### src/hw/jesd_link_params.svh
// Constants shared by the link transmitter, receiver and package.
// Definitions only; included by bare name.
`ifndef JESD_LINK_PARAMS_SVH
`define JESD_LINK_PARAMS_SVH
// Control character octets
`define OCT_K28_0 8'h1C
`define OCT_K28_3 8'h7C
`define OCT_K28_4 8'h9C
`define OCT_K28_5 8'hBC
`define OCT_K28_7 8'hFC
`define K28_LOW 5'h1C
`define IDLE_OCTET 8'h00
`define SCR_SEED 15'h7FFF
// Sequence counts
`define CGS_K_LAST 3'h3
`define ILAS_LAST_MF 2'h3
`define ILAS_CFG_MF 2'h1
`define ILAS_Q_POS 8'h01
`define ILAS_CFG_FIRST 8'h02
`define ILAS_CFG_LAST 8'h05
// Receiver register map
`define REG_CTRL 4'h0
`define REG_STATUS 4'h4
`define REG_DATA 4'h8
`define CTRL_RESET 32'h000000F0
`define CTRL_ENABLE_BIT 0
`define CTRL_SCR_BIT 1
`define CTRL_MODE_LSB 2
`define CTRL_KM1_LSB 4
`define STAT_ALIGN_BIT 2
`define STAT_CFG_BIT 3
`define RESP_OKAY 2'h0
`define RESP_SLVERR 2'h2
`endif

### src/hw/jesd_link_pkg.sv
// Types and coding functions shared by both link ends.
// Assumes the constants header is on the include path.
`include "jesd_link_params.svh"
package jesd_link_pkg;
  typedef enum logic [1:0] {
    TX_CGS = 2'b00,
    TX_WAIT = 2'b01,
    TX_ILAS = 2'b10,
    TX_DATA = 2'b11
  } tx_state_t;
  typedef enum logic [1:0] {
    RX_CGS = 2'b00,
    RX_WAIT = 2'b01,
    RX_ILAS = 2'b10,
    RX_DATA = 2'b11
  } rx_state_t;
  typedef struct packed {
    logic isK;
    logic [7:0] octet;
  } symbol_t;

  function automatic logic [7:0] octetsPerFrame(input logic [1:0] mode);
    return 8'h01 << mode;
  endfunction

  // Configuration octets of the second alignment multiframe
  function automatic logic [7:0] cfgOctet(input logic [7:0] pos,
    input logic [1:0] mode, input logic [4:0] km1, input logic scramble_enable);
    case (pos)
      8'h02: return octetsPerFrame(mode) - 8'h01;
      8'h03: return {3'h0, km1};
      8'h04: return {7'h0, scramble_enable};
      default: return {6'h0, mode};
    endcase
  endfunction

  // Self-synchronous 1 + x^14 + x^15, MSB first; returns {state, octet}
  function automatic logic [22:0] scrambleStep(input logic [7:0] d,
    input logic [14:0] s, input logic descr);
    logic [7:0] o;
    logic [14:0] st;
    o = 8'h00;
    st = s;
    for (int i = 7; i >= 0; i--)
    begin
      o[i] = d[i] ^ st[14] ^ st[13];
      st = {st[13:0], descr ? d[i] : o[i]};
    end
    return {st, o};
  endfunction

  // 8b/10b with running disparity; returns {rdOut, abcdei, fghj}
  function automatic logic [10:0] encode8b10b(input symbol_t s,
    input logic rd);
    logic [5:0] six;
    logic [3:0] four;
    logic rdMid;
    logic [4:0] x;
    logic [2:0] y;
    x = s.octet[4:0];
    y = s.octet[7:5];
    if (s.isK)
      six = 6'b001111;
    else
      case (x)
        5'd0: six = 6'b100111; 5'd1: six = 6'b011101;
        5'd2: six = 6'b101101; 5'd3: six = 6'b110001;
        5'd4: six = 6'b110101; 5'd5: six = 6'b101001;
        5'd6: six = 6'b011001; 5'd7: six = 6'b111000;
        5'd8: six = 6'b111001; 5'd9: six = 6'b100101;
        5'd10: six = 6'b010101; 5'd11: six = 6'b110100;
        5'd12: six = 6'b001101; 5'd13: six = 6'b101100;
        5'd14: six = 6'b011100; 5'd15: six = 6'b010111;
        5'd16: six = 6'b011011; 5'd17: six = 6'b100011;
        5'd18: six = 6'b010011; 5'd19: six = 6'b110010;
        5'd20: six = 6'b001011; 5'd21: six = 6'b101010;
        5'd22: six = 6'b011010; 5'd23: six = 6'b111010;
        5'd24: six = 6'b110011; 5'd25: six = 6'b100110;
        5'd26: six = 6'b010110; 5'd27: six = 6'b110110;
        5'd28: six = 6'b001110; 5'd29: six = 6'b101110;
        5'd30: six = 6'b011110; default: six = 6'b101011;
      endcase
    if (rd && (($countones(six) != 3) || (!s.isK && x == 5'd7)))
      six = ~six;
    rdMid = rd ^ ($countones(six) != 3);
    if (s.isK)
    begin
      case (y)
        3'd0: four = 4'b1011; 3'd1: four = 4'b0110;
        3'd2: four = 4'b1010; 3'd3: four = 4'b1100;
        3'd4: four = 4'b1101; 3'd5: four = 4'b0101;
        3'd6: four = 4'b1001; default: four = 4'b0111;
      endcase
      if (rdMid)
        four = ~four;
    end
    else
    begin
      case (y)
        3'd0: four = 4'b1011; 3'd1: four = 4'b1001;
        3'd2: four = 4'b0101; 3'd3: four = 4'b1100;
        3'd4: four = 4'b1101; 3'd5: four = 4'b1010;
        3'd6: four = 4'b0110;
        default: four = ((!rdMid && (x == 5'd17 || x == 5'd18 ||
          x == 5'd20)) || (rdMid && (x == 5'd11 || x == 5'd13 ||
          x == 5'd14))) ? 4'b0111 : 4'b1110;
      endcase
      if (rdMid && (($countones(four) != 2) || y == 3'd3))
        four = ~four;
    end
    return {rdMid ^ ($countones(four) != 2), six, four};
  endfunction
endpackage

### src/hw/jesd_link_if.sv
// Serial link between the transmitter and the receiver, one lane.
// Characters are carried as parallel 10-bit words, one per clock.
`timescale 1ns/1ns
interface jesd_link_if;
  logic [9:0] txChar;
  logic syncN;
  logic [3:0] txEmph;
  logic txPowered;
  modport tx (output txChar, output txEmph, output txPowered,
    input syncN);
  modport rx (input txChar, input txEmph, input txPowered,
    output syncN);
endinterface

### src/hw/jesd_link_rx.sv
// Link receiver end: comma alignment, lane alignment, descrambling.
// Assumes an AXI4-Lite master for control and a synchronous SYSREF.
`timescale 1ns/1ns
`include "jesd_link_params.svh"
module jesd_link_rx (
  // Clock and control
  input wire logic clk,
  input wire logic resetn,
  input wire logic ce,
  input wire logic sysref,
  // AXI4-Lite slave
  input wire logic [3:0] awaddr,
  input wire logic awvalid,
  output logic awready,
  input wire logic [31:0] wdata,
  input wire logic [3:0] wstrb,
  input wire logic wvalid,
  output logic wready,
  output logic [1:0] bresp,
  output logic bvalid,
  input wire logic bready,
  input wire logic [3:0] araddr,
  input wire logic arvalid,
  output logic arready,
  output logic [31:0] rdata,
  output logic [1:0] rresp,
  output logic rvalid,
  input wire logic rready,
  // Received samples
  output logic [7:0] rxData,
  output logic rxValid,
  // Link
  jesd_link_if.rx link
);
  import jesd_link_pkg::*;
  localparam logic [31:0] CtrlReset = `CTRL_RESET;

  function automatic logic addrKnown(input logic [3:0] a);
    return a == `REG_CTRL || a == `REG_STATUS || a == `REG_DATA;
  endfunction

  logic [7:0] ctrlByte_reg [4];
  logic [31:0] ctrl;
  logic rxRst, scrEn, wrFire, alignErr_reg, cfgErr_reg, sysrefD_reg;
  logic [1:0] mode, mf_reg;
  logic [4:0] km1;
  logic [7:0] frameLen, lmfcLast, lmfcCnt_reg, rxPos_reg, prevLast_reg;
  logic [15:0] lmfcLen;
  rx_state_t state_reg, state_next;
  logic [2:0] kCount_reg;
  logic ilasSeen_reg, decOk, frameEnd, multiEnd, misplaced, cfgBad;
  symbol_t decSym, cand;
  logic [10:0] e0, e1;
  logic [7:0] recv;
  logic [22:0] descr;
  logic [14:0] dscr_reg;

  assign ctrl = {ctrlByte_reg[3], ctrlByte_reg[2], ctrlByte_reg[1],
    ctrlByte_reg[0]};
  assign rxRst = !resetn || !ctrl[`CTRL_ENABLE_BIT];
  assign scrEn = ctrl[`CTRL_SCR_BIT];
  assign mode = ctrl[`CTRL_MODE_LSB +: 2];
  assign km1 = ctrl[`CTRL_KM1_LSB +: 5];
  assign frameLen = octetsPerFrame(mode);
  assign lmfcLen = frameLen * ({3'h0, km1} + 8'h01);
  assign lmfcLast = 8'(lmfcLen - 16'h0001);
  assign frameEnd = (rxPos_reg & (frameLen - 8'h01)) ==
    (frameLen - 8'h01);
  assign multiEnd = rxPos_reg == lmfcLast;

  // Link requests alignment while not aligned
  assign link.syncN = state_reg == RX_ILAS || state_reg == RX_DATA;

  // Table search decode of the incoming character
  always_comb
  begin
    decOk = 1'b0;
    decSym = '0;
    cand = '0;
    e0 = '0;
    e1 = '0;
    for (int i = 0; i < 264; i++)
    begin
      cand = (i < 256) ? {1'b0, 8'(i)} : {1'b1, 3'(i - 256), `K28_LOW};
      e0 = encode8b10b(cand, 1'b0);
      e1 = encode8b10b(cand, 1'b1);
      if (e0[9:0] == link.txChar || e1[9:0] == link.txChar)
      begin
        decOk = 1'b1;
        decSym = cand;
      end
    end
  end

  assign misplaced = decSym.isK && !((decSym.octet == `OCT_K28_7 &&
    frameEnd) || (decSym.octet == `OCT_K28_3 && multiEnd));
  assign recv = decSym.isK ? (scrEn ? decSym.octet : prevLast_reg) :
    decSym.octet;
  assign descr = scrambleStep(recv, dscr_reg, 1'b1);
  assign cfgBad = state_reg == RX_ILAS && ilasSeen_reg &&
    mf_reg == `ILAS_CFG_MF && rxPos_reg >= `ILAS_CFG_FIRST &&
    rxPos_reg <= `ILAS_CFG_LAST &&
    decSym.octet != cfgOctet(rxPos_reg, mode, km1, scrEn);

  always_ff @(posedge clk)
  begin
    if (rxRst)
    begin
      sysrefD_reg <= 1'b0;
      lmfcCnt_reg <= 8'h00;
    end
    else if (ce)
    begin
      sysrefD_reg <= sysref;
      if ((sysref && !sysrefD_reg) || lmfcCnt_reg == lmfcLast)
        lmfcCnt_reg <= 8'h00;
      else
        lmfcCnt_reg <= lmfcCnt_reg + 8'h01;
    end
  end

  always_comb
  begin
    state_next = state_reg;
    unique case (state_reg)
      RX_CGS:
        if (kCount_reg == `CGS_K_LAST && decOk &&
          decSym == {1'b1, `OCT_K28_5})
          state_next = RX_WAIT;
      RX_WAIT:
        if (lmfcCnt_reg == lmfcLast)
          state_next = RX_ILAS;
      RX_ILAS:
        if (!decOk)
          state_next = RX_CGS;
        else if (ilasSeen_reg && multiEnd && mf_reg == `ILAS_LAST_MF)
          state_next = RX_DATA;
      RX_DATA:
        if (!decOk || misplaced)
          state_next = RX_CGS;
    endcase
  end

  always_ff @(posedge clk)
  begin
    if (rxRst)
    begin
      state_reg <= RX_CGS;
      kCount_reg <= 3'h0;
    end
    else if (ce)
    begin
      state_reg <= state_next;
      if (state_reg == RX_CGS && decOk && decSym == {1'b1, `OCT_K28_5})
        kCount_reg <= kCount_reg + 3'h1;
      else
        kCount_reg <= 3'h0;
    end
  end

  always_ff @(posedge clk)
  begin
    if (rxRst || (ce && state_next == RX_CGS))
    begin
      ilasSeen_reg <= 1'b0;
      rxPos_reg <= 8'h00;
      mf_reg <= 2'h0;
    end
    else if (ce)
    begin
      if (state_reg == RX_ILAS && !ilasSeen_reg)
      begin
        if (decOk && decSym == {1'b1, `OCT_K28_0})
        begin
          ilasSeen_reg <= 1'b1;
          rxPos_reg <= 8'h01;
        end
      end
      else if (state_reg != RX_WAIT)
      begin
        rxPos_reg <= multiEnd ? 8'h00 : rxPos_reg + 8'h01;
        if (multiEnd)
          mf_reg <= mf_reg + 2'h1;
      end
    end
  end

  always_ff @(posedge clk)
  begin
    if (rxRst)
    begin
      prevLast_reg <= 8'h00;
      dscr_reg <= `SCR_SEED;
      rxData <= 8'h00;
      rxValid <= 1'b0;
    end
    else if (ce)
    begin
      rxValid <= state_reg == RX_DATA && decOk && !misplaced;
      if (state_reg == RX_DATA)
      begin
        rxData <= scrEn ? descr[7:0] : recv;
        dscr_reg <= descr[22:8];
        if (frameEnd)
          prevLast_reg <= recv;
      end
    end
  end

  // Control register, one flop group per byte lane
  assign wrFire = awvalid && wvalid && !bvalid;
  assign awready = wrFire;
  assign wready = wrFire;
  assign arready = !rvalid;
  for (genvar b = 0; b < 4; b++)
  begin : ctrlLane
    always_ff @(posedge clk)
    begin
      if (!resetn)
        ctrlByte_reg[b] <= CtrlReset[8 * b +: 8];
      else if (ce && wrFire && awaddr == `REG_CTRL && wstrb[b])
        ctrlByte_reg[b] <= wdata[8 * b +: 8];
    end
  end

  // Sticky errors, set beats write-one-clear
  always_ff @(posedge clk)
  begin
    if (!resetn)
    begin
      alignErr_reg <= 1'b0;
      cfgErr_reg <= 1'b0;
    end
    else if (ce)
    begin
      alignErr_reg <= (state_reg == RX_DATA && (!decOk || misplaced)) ||
        (alignErr_reg && !(wrFire && awaddr == `REG_STATUS &&
        wstrb[0] && wdata[`STAT_ALIGN_BIT]));
      cfgErr_reg <= cfgBad || (cfgErr_reg && !(wrFire &&
        awaddr == `REG_STATUS && wstrb[0] && wdata[`STAT_CFG_BIT]));
    end
  end

  always_ff @(posedge clk)
  begin
    if (!resetn)
    begin
      bvalid <= 1'b0;
      bresp <= `RESP_OKAY;
      rvalid <= 1'b0;
      rresp <= `RESP_OKAY;
      rdata <= 32'h00000000;
    end
    else if (ce)
    begin
      if (wrFire)
      begin
        bvalid <= 1'b1;
        bresp <= addrKnown(awaddr) ? `RESP_OKAY : `RESP_SLVERR;
      end
      else if (bready)
        bvalid <= 1'b0;
      if (arvalid && !rvalid)
      begin
        rvalid <= 1'b1;
        rresp <= addrKnown(araddr) ? `RESP_OKAY : `RESP_SLVERR;
        case (araddr)
          `REG_CTRL: rdata <= ctrl;
          `REG_STATUS: rdata <= {28'h0000000, cfgErr_reg, alignErr_reg,
            state_reg == RX_DATA, link.syncN};
          `REG_DATA: rdata <= {24'h000000, rxData};
          default: rdata <= 32'h00000000;
        endcase
      end
      else if (rready)
        rvalid <= 1'b0;
    end
  end
endmodule // jesd_link_rx

### src/flat_wrapper.sv
// flat-port wrapper written by rule: the top's interface ports become plain ports
module jesd_link_rx_flat import jesd_link_pkg::*;
  (clk, resetn, ce, sysref, awaddr, awvalid, awready, wdata, wstrb, wvalid, wready, bresp, bvalid, bready, araddr, arvalid, arready, rdata, rresp, rvalid, rready, rxData, rxValid, link_txChar, link_txEmph, link_txPowered, link_syncN);
  jesd_link_if link_i ();
  input wire logic clk;
  input wire logic resetn;
  input wire logic ce;
  input wire logic sysref;
  input wire logic [3:0] awaddr;
  input wire logic awvalid;
  output logic awready;
  input wire logic [31:0] wdata;
  input wire logic [3:0] wstrb;
  input wire logic wvalid;
  output logic wready;
  output logic [1:0] bresp;
  output logic bvalid;
  input wire logic bready;
  input wire logic [3:0] araddr;
  input wire logic arvalid;
  output logic arready;
  output logic [31:0] rdata;
  output logic [1:0] rresp;
  output logic rvalid;
  input wire logic rready;
  output logic [7:0] rxData;
  output logic rxValid;
  input wire logic [$bits(link_i.txChar)-1:0] link_txChar;
  input wire logic [$bits(link_i.txEmph)-1:0] link_txEmph;
  input wire logic [$bits(link_i.txPowered)-1:0] link_txPowered;
  output wire logic [$bits(link_i.syncN)-1:0] link_syncN;
  assign link_i.txChar = link_txChar;
  assign link_i.txEmph = link_txEmph;
  assign link_i.txPowered = link_txPowered;
  assign link_syncN = link_i.syncN;
  jesd_link_rx u_core (.clk(clk), .resetn(resetn), .ce(ce), .sysref(sysref), .awaddr(awaddr), .awvalid(awvalid), .awready(awready), .wdata(wdata), .wstrb(wstrb), .wvalid(wvalid), .wready(wready), .bresp(bresp), .bvalid(bvalid), .bready(bready), .araddr(araddr), .arvalid(arvalid), .arready(arready), .rdata(rdata), .rresp(rresp), .rvalid(rvalid), .rready(rready), .rxData(rxData), .rxValid(rxValid), .link(link_i));
endmodule
### config.mk
export PLATFORM = sky130hd
export DESIGN_NAME = jesd_link_rx_flat
export DESIGN_NICKNAME = d
export VERILOG_FILES = /design/src/hw/jesd_link_pkg.sv /design/src/hw/jesd_link_if.sv /design/src/hw/jesd_link_rx.sv /design/src/flat_wrapper.sv
export VERILOG_INCLUDE_DIRS = /design/src /design/src/hw
export SDC_FILE = /design/constraint.sdc
export NUM_CORES = 1
export LEC_CHECK = 0
export ABC_AREA = 1
export BUFFER_PORTS_ARGS = -buffer_cell sky130_fd_sc_hd__buf_2
export CELL_PAD_IN_SITES_DETAIL_PLACEMENT = 0
export CELL_PAD_IN_SITES_GLOBAL_PLACEMENT = 1
export CORE_MARGIN = 10
export CORE_UTILIZATION = 42
export DETAILED_ROUTE_END_ITERATION = 7
export PLACE_DENSITY_LB_ADDON = 0.1
export SETUP_SLACK_MARGIN = 0.15
export SLEW_MARGIN = 20
export SYNTH_ARGS = -nofsm -noshare
export SYNTH_HDL_FRONTEND = slang
export SYNTH_SLANG_ARGS = --single-unit
### constraint.sdc
create_clock -name clk -period 7.6 [get_ports clk]
set_input_delay 1.52 -clock clk [delete_from_list [all_inputs] [get_ports clk]]
set_output_delay 1.52 -clock clk [all_outputs]
set_load 0.01 [all_outputs]
==> impl_metrics.ini, run 1 <==
[sta]
worstMarginPinSlew_ns = 0.974
post-route-period-util = 1.04
finClkSkew_ns = 0.0142
fmax_ghz = 0.126
finalHoldViolCount = 0
fin_hold_ws_ns = 0.458
rsz0062_at_grt = yes
final_max_slew_viol_count = 0
setup_slack_ns = -0.337
slew_headroom = 0.334
finalSetupViolations = 17
fin_crit_ns = 7.94

[worst_setup_path]
r2r_slack_ns = 1.46
crit_arrival_ns = 8.22
end_kind = flop
reg2reg_depth = 29
path_delay_family = simple AND/OR/NAND/NOR gates
path_max_fanout = 5
path_buf_inv = 26
crit_slowest_cell = nor4_4
criticalPathCategory = in -> reg
startpoint_type = primary input
critical_path_depth = 55
critPathRequiredTime_ns = 7.89
cpMostUsedCell = buf_4
crit_end = u_core.alignErr_reg$_SDFFE_PN0P_
slowest_delay_ns = 0.35
r2r-start = u_core.ctrlByte_reg[0][4]$_SDFFCE_PN1P_
crit_path_start = link_txChar[4]
rr_endpoint = u_core.alignErr_reg$_SDFFE_PN0P_

[clocking]
clk_latency_ns = 0.43
cts_buffer_depth = 2
htree_levels = 4
root_buffer = clkbuf_16
path_clk_slew_ns = 0.06
numCtsBuffers = 17
cts_tree = yes
clock_sink_count = 127

[floorplanning]
initial_utilization = 0.423
die_h_um = 184
die-width_um = 184
io_pins = 119
core_mm2 = 0.0267
num_rows = 60
die_area_mm2 = 0.0339

[run]
cap_violations = 0

[grt]
grt_max_degree = 58
first_global_vias = 13400
antenna_found_initial = 0
grt_pass1_wl_mm = 75.0
grt_overflow = 0
track_usage = 0.284

[run_status]
status = complete, but fails checks
violations = setup timing

[logic_synthesis]
yosys-top-cells-count = nand2_1 (321), nor2_1 (317), inv_1 (290)
synth_most_common_cell = nand2_1
ys_seq_area_frac = 0.253
synth_edf_count = 32
async_flop_share = 0
synth_area_leaders = dfxtp_1 (17%), nand2_1 (11%), nor2_1 (11%), inv_1 (9.6%), edfxtp_1 (8.5%)
yosysWarnings = 0
synth_ff_type = dfxtp_1
syn_inst = 1854
avgSynthCellArea_um2 = 6.10
yosysUniqueCellTypes = 58
yosysTopAreaCell = dfxtp_1
synth-seq-cells = 127
synth_area_mm2 = 0.0113
netlist.area_leader.share = 0.168

[finish]
n_antenna_cell = 0
register_area_mm2 = 0.00286
layout.nets = 2263
multiInputGateArea_mm2 = 0.00737
layout-drive-gt1-share = 0.228
area_growth_pct = 31.5
fillers = 2672

[placement]
gp_congestion = 1.12
dp_hpwl_mm = 37.8
port_buffers = 111

[detailed_routing]
vias_per_cell = 5.69
wl_per_cell_um = 19.6
drc_errors = 0
vias = 14300
drt_iter0_drc = 1482
drt-pass1-iter-count = 6
drt_wl_total_mm = 49.2
drt.antenna.violating_nets = 0

[power_and_ir_drop]
p_leak_nw = 6.84
peakVddDrop_mv = 0.170
p_total_w = 0.00197
pwr_density_cell_mw_per_mm2 = 132

[min_path]
hp-class = reg -> reg
[worst min-delay path, delay by kind of cell, from the launching register on]
family	cells	cell delay, ns
AOI/OAI and AO/OA	1	0.06
DFF	1	0.30
buffers and inverters	1	0.06
[per-stage QoR]
stage,worst slack [ns],area [um2],setup TNS (ns),utilization,instances
floorplan,0.764,11300,0,-,1855
global placement,-0.772,13500,-12.62,0.506,2436
detailed placement,-0.847,13500,-14.45,0.506,2436
CTS,-0.207,14700,-0.617,0.551,2508
global route,-1.29,14900,-18.15,0.557,2511
finish,-0.337,14900,-4.51,0.557,2511
[worst min-delay path by stage]
stage,from,end,depth (start not counted)
after floorplan,u_core.sysrefD_reg$_SDFFE_PP0P_,u_core.sysrefD_reg$_SDFFE_PP0P_,2
after global placement,u_core.sysrefD_reg$_SDFFE_PP0P_,u_core.sysrefD_reg$_SDFFE_PP0P_,2
after detailed placement,u_core.bresp[1]$_SDFFE_PN0P_,u_core.bresp[1]$_SDFFE_PN0P_,2
after CTS,u_core.sysrefD_reg$_SDFFE_PP0P_,u_core.sysrefD_reg$_SDFFE_PP0P_,2
after global routing,u_core.rdata[2]$_SDFFE_PN0P_,u_core.rdata[2]$_SDFFE_PN0P_,2
final,u_core.sysrefD_reg$_SDFFE_PP0P_,u_core.sysrefD_reg$_SDFFE_PP0P_,2
[repair_timing]
action,4_1_cts,5_1_grt
hold buffers,0,0
resized for setup,91,30
endpoints found under the setup margin,21,25
pin swaps,15,8
cloned,0,0
setup buffers,40,3
[kinds of logic (layout without fill, tap and decap cells)]
kind of cell	Yosys count	after routing	share of synthesized area
buf+inv	372	687	0.125
simple gates	916	916	0.358
compound gates	364	364	0.187
xor+xnor	35	35	0.0271
flops	127	127	0.253
other cells	1	2	0.000331
fa+ha+maj	38	38	0.0487
mux	1	1	0.000995
[power breakdown]
group	leakage (nW)	internal [W]	switching (W)	total, W
clock network	0.286	0.000441	0.000386	0.000827
logic	5.45	0.000168	0.000259	0.000427
registers	1.10	0.000706	0.00000903	0.000715
total	6.84	0.00131	0.000655	0.00197
[layout by cell type (no fill, tap or decap), types with 10 or more instances in the layout]
cell       count
nor3_1        40
buf_4        229
xnor2_1       14
fa_1          10
buf_2        101
nand3_1       61
nor4_1        37
dfxtp_1       95
inv_1        283
xor2_1        21
nand2_2       10
nand2_1      308
a31oi_1       12
o21ai_0      106
nor2_1       301
inv_2         15
or2_2         15
nand4_1       73
ha_1          28
edfxtp_1      32
a21oi_1       89
clkbuf_16     17
nor2_2        13
buf_6         13
o22ai_1       91
[area by class of cell]
class                   instances  share of cell area
flip-flops and latches        127               0.192
clock inverters                15              0.0108
inverters                     306              0.0784
multi-input cells            1356               0.495
repair buffers                349               0.166
well taps                     341              0.0287
clock buffers                  17              0.0286
[layer usage]
| metal | share of wire | wire, um | global-route usage |
|---|---|---|---|
| met2 | 0.42 | 20600 | 0.415 |
| met4 | 0.042 | 2080 | 0.122 |
| met1 | 0.44 | 21500 | 0.379 |
| met5 | 0 | 0 | 0 |
| met3 | 0.10 | 5080 | 0.0829 |
Power figures use the tool's default switching activity.
==> run 2: changes to the inputs <==
- clock period: 7.6 -> 7.8 ns (I/O delays scaled with it)
==> impl_metrics.ini, run 2 (same netlist as run 1, synthesis figures left out) <==
[worst_setup_path]
path_delay_family = simple AND/OR/NAND/NOR gates
r2r-start = u_core.ctrlByte_reg[0][4]$_SDFFCE_PN1P_
crit_slowest_cell = nor2_1
critPathRequiredTime_ns = 8.09
rr_endpoint = u_core.ilasSeen_reg$_SDFFE_PP0P_
reg2reg_depth = 29
end_kind = flop
crit_arrival_ns = 8.34
criticalPathCategory = in -> reg
path_max_fanout = 6
path_buf_inv = 2
slowest_delay_ns = 0.21
r2r_slack_ns = 1.61
cpMostUsedCell = nand4_1
startpoint_type = primary input

[power_and_ir_drop]
p_leak_nw = 6.69
peakVddDrop_mv = 0.126
pwr_density_cell_mw_per_mm2 = 133

[floorplanning]
die_area_mm2 = 0.0339
initial_utilization = 0.423
num_rows = 60
io_pins = 119
die-width_um = 184
die_h_um = 184
core_mm2 = 0.0267

[clocking]
clk_latency_ns = 0.44
clock_sink_count = 127
cts_hold_buf = 0
htree_levels = 4
cts_tree = yes
cts_buffer_depth = 2
numCtsBuffers = 17
root_buffer = clkbuf_16
path_clk_slew_ns = 0.09

[sta]
finalHoldViolCount = 0
setup_slack_ns = -0.252
fmax_ghz = 0.124
post-route-period-util = 1.03
finClkSkew_ns = 0.0238
tns_ns = -0.979
fin_crit_ns = 8.05
rsz0062_at_grt = yes
finalSetupViolations = 4
slew_headroom = 0.273
worstMarginPinSlew_ns = 1.09
final_max_slew_viol_count = 0

[grt]
grt_max_degree = 51
first_global_vias = 13300
grt_pass1_wl_mm = 75.4
grt_overflow = 0
antenna_found_initial = 1
track_usage = 0.286

[min_path]
hp-class = reg -> reg
whs_path_depth = 2
whs_endpoint = u_core.bresp[1]$_SDFFE_PN0P_
min_from = u_core.bresp[1]$_SDFFE_PN0P_

[detailed_routing]
vias = 14200
wl_per_cell_um = 20.1
vias_per_cell = 5.72
drc_errors = 0
drt_wl_total_mm = 49.8
drt.antenna.violating_nets = 0
drt-pass1-iter-count = 6
drt_iter0_drc = 1728

[run]
cap_violations = 0

[finish]
final_cell_mix = nand2_1 (305), nor2_1 (302), inv_1 (283), buf_4 (202), o21ai_0 (107)
layout-drive-gt1-share = 0.214
n_antenna_cell = 0
final_area_mm2 = 0.0146
area_growth_pct = 28.8
layout.nets = 2231
layout_commonest_cell = nand2_1

[placement]
pre_cts_slack_ns = -0.741
dp_hpwl_mm = 38.2
gp_congestion = 1.11
port_buffers = 111
place_area_mm2 = 0.0134

[run_status]
status = complete, but fails checks
violations = setup timing
[run 2: area by class of cell]
class	instances	area (um2)
Clock inverter	14	158
Inverter	306	1150
Sequential cell	127	2860
Fill cell	2724	12200
Clock buffer	18	450
Multi-Input combinational cell	1356	7350
Timing Repair Buffer	317	2170
Tap cell	341	427
[run 2: worst register-to-register path: cells and delay by family, from the launching register on]
kind	cells	cell delay, ns
compound gates	7	1.09
xor+xnor	3	0.86
fa+ha+maj	6	2.14
buf+inv	3	0.28
flops	1	0.50
simple gates	10	1.29
[run 2: routing by layer]
metal / global-route usage / wire length [um]
met1: 0.393 / 21900
met3: 0.0709 / 5060
met5: 0 / 0
met4: 0.110 / 1800
met2: 0.419 / 20900
[run 2: how the worst max path moves through the flow]
stage                        start                              to  slack [ns]  cells past startpoint
floorplan           link_txChar[6]   u_core.rxData[0]$_SDFFE_PP0P_        0.92                     67
global placement    link_txChar[9]   u_core.rxData[0]$_SDFFE_PP0P_       -0.77                     67
detailed placement  link_txChar[9]   u_core.rxData[0]$_SDFFE_PP0P_       -0.74                     67
CTS                 link_txChar[2]   u_core.rxData[0]$_SDFFE_PP0P_       -0.23                     68
global route        link_txChar[5]   u_core.rxData[0]$_SDFFE_PP0P_       -1.29                     68
finish              link_txChar[0]  u_core.cfgErr_reg$_SDFFE_PN0P_       -0.25                     68
[run 2: through the flow]
step / hold WS (ns) / utilization / std cells / power, W
6_report: 0.461 / 0.545 / 2479 / 0.00194
5_1_grt: 0.490 / 0.545 / 2479 / 0.00202
4_1_cts: 0.465 / 0.532 / 2466 / 0.00193
3_5_place_dp: 0.451 / 0.502 / 2425 / 0.00107
3_3_place_gp: 0.444 / 0.502 / 2425 / 0.00107
2_1_floorplan: 0.434 / - / 1855 / 0.000931
[run 2: power by group]
group	internal, W	leakage (nW)	switching [W]
sequential	0.000688	1.10	0.00000862
clock	0.000453	0.303	0.000391
combinational	0.000152	5.28	0.000251
total	0.00129	6.69	0.000651
[run 2: repair_timing]
action | in CTS | in global routing
endpoints found under the hold margin | 0 | 0
pin swaps | 13 | 7
setup endpoints to repair | 17 | 22
resized for setup | 36 | 66
buffers inserted | 9 | 13
